$ cat src/pkg/dbl_pkg.sv
package dbl_pkg;
  // ==========================================================
  // widths and counts
  localparam int DATA_W       = 16;
  localparam int BYTE_W       = 8;
  localparam int NUM_CONV     = 3;
  localparam int FIFO_DEPTH   = 8;
  localparam int CLK_PERIOD_NS = 100;
  // ==========================================================
  // timing figures in ns, converted to cycles (least times round up)
  localparam int SEL_LOW_NS    = 300;
  localparam int SEL_LOW_CYC   = (SEL_LOW_NS + CLK_PERIOD_NS - 1) / CLK_PERIOD_NS;
  localparam int HOLD_NS       = 100;
  localparam int HOLD_CYC      = (HOLD_NS + CLK_PERIOD_NS - 1) / CLK_PERIOD_NS;
  localparam int RANK_GAP_NS   = 100;
  localparam int RANK_GAP_CYC  = (RANK_GAP_NS + CLK_PERIOD_NS - 1) / CLK_PERIOD_NS;
  localparam int LOAD_HIGH_NS  = 100;
  localparam int LOAD_HIGH_CYC = (LOAD_HIGH_NS + CLK_PERIOD_NS - 1) / CLK_PERIOD_NS;
  localparam int CNT_W         = 4;
  // ==========================================================
  // modes
  typedef enum logic [1:0] {
    DBL_MODE_EDGE,
    DBL_MODE_MULTI,
    DBL_MODE_BYTE
  } dbl_mode_t;
endpackage : dbl_pkg

$ cat src/hdl/dbl_fifo.sv
`timescale 1ns/10ps
module dbl_fifo #(
  parameter int WIDTH = 18,
  parameter int DEPTH = 8
) (
  input  wire logic             clk_in,
  input  wire logic             rst_b_in,
  input  wire logic             wr_valid_in,
  output logic                  wr_ready_out,
  input  wire logic [WIDTH-1:0] wr_data_in,
  output logic                  rd_valid_out,
  input  wire logic             rd_ready_in,
  output logic      [WIDTH-1:0] rd_data_out
);
  localparam int AW = (DEPTH > 1) ? $clog2(DEPTH) : 1;
  initial begin
    if (DEPTH < 2 || (1 << AW) != DEPTH) $error("depth must be a power of two");
  end
  logic [WIDTH-1:0] mem_reg [DEPTH];
  logic [AW:0]      wp_reg;
  logic [AW:0]      rp_reg;
  logic             push;
  logic             pop;
  assign wr_ready_out = (wp_reg - rp_reg) != (AW+1)'(DEPTH);
  assign rd_valid_out = wp_reg != rp_reg;
  assign push         = wr_valid_in && wr_ready_out;
  assign pop          = rd_valid_out && rd_ready_in;
  assign rd_data_out  = mem_reg[rp_reg[AW-1:0]];
  always_ff @(posedge clk_in) begin
    if (push) begin
      mem_reg[wp_reg[AW-1:0]] <= wr_data_in;
    end
  end
  always_ff @(posedge clk_in or negedge rst_b_in) begin
    if (!rst_b_in) begin
      wp_reg <= '0;
      rp_reg <= '0;
    end else begin
      if (push) wp_reg <= wp_reg + 1'b1;
      if (pop) rp_reg <= rp_reg + 1'b1;
    end
  end
endmodule : dbl_fifo

$ cat src/hdl/dbl_host.sv
`timescale 1ns/10ps
module dbl_host #(
  parameter int NCONV    = dbl_pkg::NUM_CONV,
  parameter int DIV      = 16,
  parameter int WAIT_CYC = dbl_pkg::SEL_LOW_CYC
) (
  input  wire logic                       clk_in,
  input  wire logic                       rst_b_in,
  input  wire dbl_pkg::dbl_mode_t         mode_in,
  input  wire logic                       use_pin_trigger_in,
  input  wire logic                       sample_interrupt_in,
  input  wire logic                       word_valid_in,
  output logic                            word_ready_out,
  input  wire logic [dbl_pkg::DATA_W-1:0] word_data_in,
  input  wire logic [1:0]                 word_conv_in,
  input  wire logic                       word_last_in,
  output logic [dbl_pkg::DATA_W-1:0]      bus_data_out,
  output logic                            bus_data_oe_out,
  output logic [NCONV-1:0]                decoded_select_n_out,
  output logic                            first_rank_load_n_out,
  output logic                            second_rank_load_out,
  output logic                            byte_latch_en_out,
  output logic                            busy_out
);
  import dbl_pkg::*;
  initial begin
    if (NCONV < 1 || NCONV > 4 || DIV < 2 || WAIT_CYC < 1 || WAIT_CYC > 15) $error("bad parameter");
  end
  // ==========================================================
  // reset release and pin synchroniser
  logic [1:0] rst_sync_reg;
  logic       rst_b;
  logic [1:0] irq_sync_reg;
  logic       irq_prev_reg;
  always_ff @(posedge clk_in or negedge rst_b_in) begin
    if (!rst_b_in) rst_sync_reg <= 2'b00;
    else rst_sync_reg <= {rst_sync_reg[0], 1'b1};
  end
  assign rst_b = rst_sync_reg[1];
  always_ff @(posedge clk_in or negedge rst_b) begin
    if (!rst_b) begin
      irq_sync_reg <= 2'b00;
      irq_prev_reg <= 1'b0;
    end else begin
      irq_sync_reg <= {irq_sync_reg[0], sample_interrupt_in};
      irq_prev_reg <= irq_sync_reg[1];
    end
  end
  // ==========================================================
  // sample trigger: divider is synchronous to clk_in, so no jitter
  logic [15:0] div_reg;
  logic        tick;
  always_ff @(posedge clk_in or negedge rst_b) begin
    if (!rst_b) div_reg <= '0;
    else if (div_reg == 16'(DIV - 1)) div_reg <= '0;
    else div_reg <= div_reg + 16'h0001;
  end
  assign tick = use_pin_trigger_in ? (irq_sync_reg[1] && !irq_prev_reg) : (div_reg == 16'(DIV - 1));
  // ==========================================================
  // word buffer: upstream stalls while the fifo is full
  localparam int FW = DATA_W + 3;
  logic [FW-1:0] f_data;
  logic          f_valid;
  logic          f_pop;
  dbl_fifo #(.WIDTH(FW), .DEPTH(FIFO_DEPTH)) u_fifo (
    .clk_in       (clk_in),
    .rst_b_in     (rst_b),
    .wr_valid_in  (word_valid_in),
    .wr_ready_out (word_ready_out),
    .wr_data_in   ({word_last_in, word_conv_in, word_data_in}),
    .rd_valid_out (f_valid),
    .rd_ready_in  (f_pop),
    .rd_data_out  (f_data)
  );
  // ==========================================================
  // write sequencer
  typedef enum logic [2:0] {
    ST_IDLE, ST_BYTE_HI, ST_LOW, ST_HOLD, ST_GAP, ST_LOAD
  } dbl_state_t;
  dbl_state_t       st_reg;
  logic [CNT_W-1:0] cnt_reg;
  logic [1:0]       conv_reg;
  logic             last_reg;
  logic             pending_reg;
  // lower byte kept aside: the fifo head moves on to the next word at the pop
  logic [BYTE_W-1:0] low_byte_reg;
  always_ff @(posedge clk_in or negedge rst_b) begin
    if (!rst_b) pending_reg <= 1'b0;
    else if (tick) pending_reg <= 1'b1; // a trigger landing on the consume cycle is kept
    else if (st_reg == ST_IDLE && f_valid) pending_reg <= 1'b0;
  end
  assign f_pop = (st_reg == ST_IDLE) && f_valid && (pending_reg || mode_in == DBL_MODE_MULTI);
  always_ff @(posedge clk_in or negedge rst_b) begin
    if (!rst_b) begin
      st_reg   <= ST_IDLE;
      cnt_reg  <= '0;
      conv_reg <= 2'b00;
      last_reg <= 1'b0;
      bus_data_out <= '0;
      low_byte_reg <= '0;
    end else begin
      case (st_reg)
        ST_IDLE: begin
          if (f_pop) begin
            conv_reg <= f_data[DATA_W+1:DATA_W];
            last_reg <= f_data[DATA_W+2];
            low_byte_reg <= f_data[BYTE_W-1:0];
            if (mode_in == DBL_MODE_BYTE) begin
              bus_data_out <= {{BYTE_W{1'b0}}, f_data[DATA_W-1:BYTE_W]};
              st_reg <= ST_BYTE_HI;
            end else begin
              bus_data_out <= f_data[DATA_W-1:0];
              st_reg <= ST_LOW;
            end
            cnt_reg <= CNT_W'(WAIT_CYC - 1);
          end
        end
        ST_BYTE_HI: begin
          if (cnt_reg == '0) begin
            bus_data_out <= {{BYTE_W{1'b0}}, low_byte_reg};
            cnt_reg <= CNT_W'(WAIT_CYC - 1);
            st_reg  <= ST_LOW;
          end else cnt_reg <= cnt_reg - 1'b1;
        end
        ST_LOW: begin
          if (cnt_reg == '0) begin
            cnt_reg <= CNT_W'(HOLD_CYC - 1);
            st_reg  <= ST_HOLD;
          end else cnt_reg <= cnt_reg - 1'b1;
        end
        ST_HOLD: begin
          // data held after the strobe rise, select rises afterwards (in edge mode select rises on entry to ST_HOLD)
          if (cnt_reg == '0) begin
            if (mode_in == DBL_MODE_MULTI && last_reg) begin
              cnt_reg <= CNT_W'(RANK_GAP_CYC - 1);
              st_reg  <= ST_GAP;
            end else st_reg <= ST_IDLE;
          end else cnt_reg <= cnt_reg - 1'b1;
        end
        ST_GAP: begin
          if (cnt_reg == '0) begin
            cnt_reg <= CNT_W'(LOAD_HIGH_CYC - 1);
            st_reg  <= ST_LOAD;
          end else cnt_reg <= cnt_reg - 1'b1;
        end
        ST_LOAD: begin
          if (cnt_reg == '0) st_reg <= ST_IDLE;
          else cnt_reg <= cnt_reg - 1'b1;
        end
        default: st_reg <= ST_IDLE;
      endcase
    end
  end
  // ==========================================================
  // pin decode from state (address is registered, so no decode glitch)
  logic sel_act;
  logic strobe_act;
  assign sel_act    = (st_reg == ST_LOW) || (st_reg == ST_HOLD) || (st_reg == ST_BYTE_HI);
  assign strobe_act = (st_reg == ST_LOW) && (mode_in != DBL_MODE_EDGE);
  always_comb begin
    decoded_select_n_out = {NCONV{1'b1}};
    if (sel_act && st_reg != ST_BYTE_HI) begin
      if (mode_in == DBL_MODE_EDGE) decoded_select_n_out = ~(NCONV'(st_reg == ST_LOW) << conv_reg);
      else decoded_select_n_out = ~(NCONV'(1) << conv_reg);
    end
  end
  // edge mode: load tied with select, strobe tied low at the device
  assign first_rank_load_n_out = (mode_in == DBL_MODE_EDGE) ? 1'b0 : !strobe_act;
  assign second_rank_load_out  = (mode_in == DBL_MODE_EDGE) ? !(st_reg == ST_LOW)
                               : (mode_in == DBL_MODE_MULTI) ? (st_reg == ST_LOAD)
                               : 1'b1;
  assign byte_latch_en_out = (st_reg == ST_BYTE_HI);
  assign bus_data_oe_out   = sel_act;
  assign busy_out          = (st_reg != ST_IDLE);
  // ==========================================================
  // time in ST_LOW (select low before the hold), counted apart from the sequencer's own counter
  logic [CNT_W-1:0] low_len_reg;
  always_ff @(posedge clk_in or negedge rst_b) begin
    if (!rst_b) low_len_reg <= '0;
    else if (st_reg == ST_LOW) low_len_reg <= low_len_reg + 1'b1;
    else low_len_reg <= '0;
  end
endmodule : dbl_host

$ cat config.mk
export PLATFORM = sky130hd
export DESIGN_NAME = dbl_host
export DESIGN_NICKNAME = d
export VERILOG_FILES = /design/src/pkg/dbl_pkg.sv /design/src/hdl/dbl_fifo.sv /design/src/hdl/dbl_host.sv
export SDC_FILE = /design/constraint.sdc
export NUM_CORES = 1
export LEC_CHECK = 0
export BUFFER_PORTS_ARGS = -buffer_cell sky130_fd_sc_hd__buf_2
export CORE_ASPECT_RATIO = 0.75
export CORE_UTILIZATION = 31
export DETAILED_ROUTE_END_ITERATION = 6
export SYNTH_ARGS = -nofsm -noshare
export SYNTH_HDL_FRONTEND = slang
export SYNTH_SLANG_ARGS = --single-unit
export TNS_END_PERCENT = 10
$ cat constraint.sdc
create_clock -name clk_in -period 2.6 [get_ports clk_in]
set_clock_uncertainty 0.15 [all_clocks]
set_input_delay 0.52 -clock clk_in [delete_from_list [all_inputs] [get_ports clk_in]]
set_output_delay 0.52 -clock clk_in [all_outputs]
set_load 0.03 [all_outputs]
==> metrics.md <==
| Metric | Value |
|---|---|
| Status | finished, violations left |
| Failing checks | negative setup slack |
| Util after Layout | 39.3% |
| Clk sinks | 216 |
| Core Region | 28,100 um2 |
| Drt drc | 0 |
| Synth Warn # | 0 |
| Max reg flops | about 150 |
| Reg2Reg Depth | 10 |
| Worst setup margin | -0.192 ns |
| Die width | between 150 and 200 um |
| Setup TNS | -8.15 ns |
| Clock transition at path regs | ~0.070 ns |
| I/O pins | 51 |
| Slowest CP cell | dfrtp_4 |
| RSZ-0062 raised after global routing | yes |
| Crit start category | register |
| GRT Total Usage | between 10% and 20% |
| GRT Residual Overflow | 0 |
| Min-Delay Endpoint | u_fifo.mem_reg[7][16] |
| Net count, final | roughly 700 |
| Main synth FF type | edfxtp_1 |
| P per Cell Area | ~1200 nW/um2 |
| TritonCTS clock tree | yes |
| Post-synth EDFFs | ~150 |
| DR WL/cell | 17.7 um |
| Hold path start | word_conv_in[0] |
| Mean Syn Cell Area | 15.7 um2 |
| Post-synth net total | 600 |
| Fmax | between 300 and 400 MHz |
| Mapped cell area | between 8000 and 9000 um2 |
| Post-route insts no fill | roughly 1,100 |
| Leakage | approximately 4.3 nW |
| GPL Wtd Cong | 0.774 |
| Tcrit/Tclk final | 107% |
| Ant. Diodes | 0 |
| Synth area leader | edfxtp_1 |
| Slowest Stage Delay on Critical Path | 0.49 ns |
| CTS H-Tree Depth | 1 |
| Via-to-Cell Ratio | approximately 4.6 |
| Unique cell type count in the Yosys netlist | 56 |
| Final setup vio count | ~130 |
| Design Power | 13.0 mW |
| Share of cells above drive strength 1 | between 20% and 30% |
| Reg2reg end | u_fifo.mem_reg[2][6] |
| Max_cap viols | 0 |
| Crit path depth | 8 |
| Max Fanout on Critical Path | 2 |
| Yosys top cell area share | 51.4% |
| Die Footprint | slightly below 30,000 um2 |
| Vias | 5,006 |
| Gate count of the mapped netlist | roughly 570 |
| Syn-to-layout area delta | 24.3% |
| Count leader, synth | edfxtp_1 |
| Buf+Inv Stages, Crit Path | 3 |
| Initial core utilization | between 30% and 40% |
| Rel. slew slack | between 40% and 50% |
| Top post-synthesis cells by count | edfxtp_1, dfrtp_1, nand2_1, mux2i_1, o21ai_0 |
| Antenna violations before repair | 1 |
| CTS max path bufs | 3 |
| Worst EP arrival | between 2 and 2.5 ns |
| Hold Crit Depth | 1 |
| Num CTS Buffers | 21 |
| Drt first pass iters | 4 |
| Worst r2r src | u_fifo.rp_reg[0] |
| Post-Route WL | around 19,000 um |
| Site Rows | 53 |
| Vias in the first global route | about 5,000 |
| Die H | 149 um |
| Post-route ant nets | 0 |
| Final hold violation count | 0 |
| Root Driver | clkbuf_16 |
| CP cell instances | ha_4, buf_4, nor2b_4, o21ai_4, a2111oi_4, buf_4, nor2_4, buf_6 |
| Largest net degree at the start of global routing | 33 |
| Synth area leaders | edfxtp_1, dfrtp_1, mux4_2 |
| First-pass GRT wire length | around 30,000 um |
| Worst slew pin tran | 0.788 ns |
| Hold_ws | approximately 0.15 ns |
| Clock latency on the worst-skew pair | just over 0.5 ns |
| Peak supply drop | between 0.0004 and 0.0005 V |
| Initial DRC Count | approximately 360 |
| Dpl hpwl | ~13,000 um |
| Async SR Flop Fraction | 29.6% |
| Most frequent CP cell | buf_4 |
| Reg-to-reg setup timing slack | -0.14 ns |
| Worst Path Required | about 1.9 ns |
| Fin crit period | approximately 2.8 ns |
| #FFs+latches synth | 216 |
| CP Class | register to output pin |
| Max Slew Vio Count | 0 |
| Worst min path class | input port to register |
| Port Buffer Count | 50 |
| Crit. End Element | output pin |
| Post-synthesis sequential area ratio | 69.4% |
| Cell family with most CP delay | flip-flops |
| Placed Cells | between 1,000 and 1,500 |
==> repair_timing <==
item	in CTS	in global routing
gates resized for setup	19	6
hold buffers	2	0
setup endpoints to repair	137	139
pin swaps	8	0
gates cloned	2	1
endpoints found under the hold margin	3	0
buffers inserted	8	1
==> routing by layer <==
| metal | vias to the layer above | track usage, % | part of all wire [%] | wire (um) |
|---|---|---|---|---|
| li1 | 2384 | - | - | - |
| met1 | 2481 | 21.2 | 54 | 10200 |
| met2 | 113 | 18.8 | 40 | 7650 |
| met3 | 26 | 2.93 | 4.6 | 879 |
| met4 | 2 | 2.71 | 1.4 | 273 |
| met5 | - | 0 | 0.084 | 16 |
==> cells by family (layout without fill, tap and decap cells) <==
kind of cell | after synthesis | count (layout) | synth area share (%)
flops | 216 | 216 | 69.4
xor+xnor | 22 | 22 | 2.17
other cells | 1 | 1 | 0.0422
simple gates | 135 | 135 | 7.75
fa+ha+maj | 8 | 8 | 1.13
compound gates | 75 | 75 | 5.95
buf+inv | 36 | 163 | 1.89
mux | 73 | 73 | 11.6
==> through the flow <==
step,setup slack [ns],cell area (um2)
after floorplan,-0.392,9030
after global placement,-0.0411,10100
after detailed placement,-0.0892,10100
after CTS,-0.207,11000
after global routing,-0.272,11000
final,-0.192,11000
==> cell usage in the layout (no fill, tap or decap), types with 11 or more instances in the layout <==
cell type  netlist  layout
a22oi_1         17      17
buf_2            7      49
buf_4            0      45
clkbuf_16        0      22
dfrtp_1         64      60
edfxtp_1       152     152
mux2i_1         42      42
mux4_2          22      22
nand2_1         59      59
nor2_1          20      19
o21ai_0         23      22
xnor2_1         13      11
==> cell type report <==
type	instances	area [um2]
Inverter	11	46.3
Tap cell	385	482
Timing Repair Buffer	115	942
Clock inverter	14	143
Fill cell	2601	17000
Sequential cell	216	6170
Multi-Input combinational cell	314	2720
Clock buffer	23	533
==> worst max-delay path by stage <==
| stage | slack (ns) | from | to |
|---|---|---|---|
| 2_1_floorplan | -0.39 | u_fifo.rp_reg[1] | u_fifo.mem_reg[2][0] |
| 3_3_place_gp | -0.04 | u_fifo.rp_reg[0] | u_fifo.mem_reg[1][8] |
| 3_5_place_dp | -0.09 | u_fifo.rp_reg[0] | u_fifo.mem_reg[1][18] |
| 4_1_cts | -0.21 | u_fifo.rp_reg[0] | word_ready_out |
| 5_1_grt | -0.27 | u_fifo.rp_reg[0] | word_ready_out |
| 6_report | -0.19 | u_fifo.rp_reg[0] | word_ready_out |
==> power breakdown <==
part	internal [mW]	leakage (nW)	switching, mW
Combinational	2.33	1.76	2.85
Sequential	4.44	2.18	0.324
Clock	1.77	0.333	1.26
No activity file was read; power rests on OpenSTA's default activity.
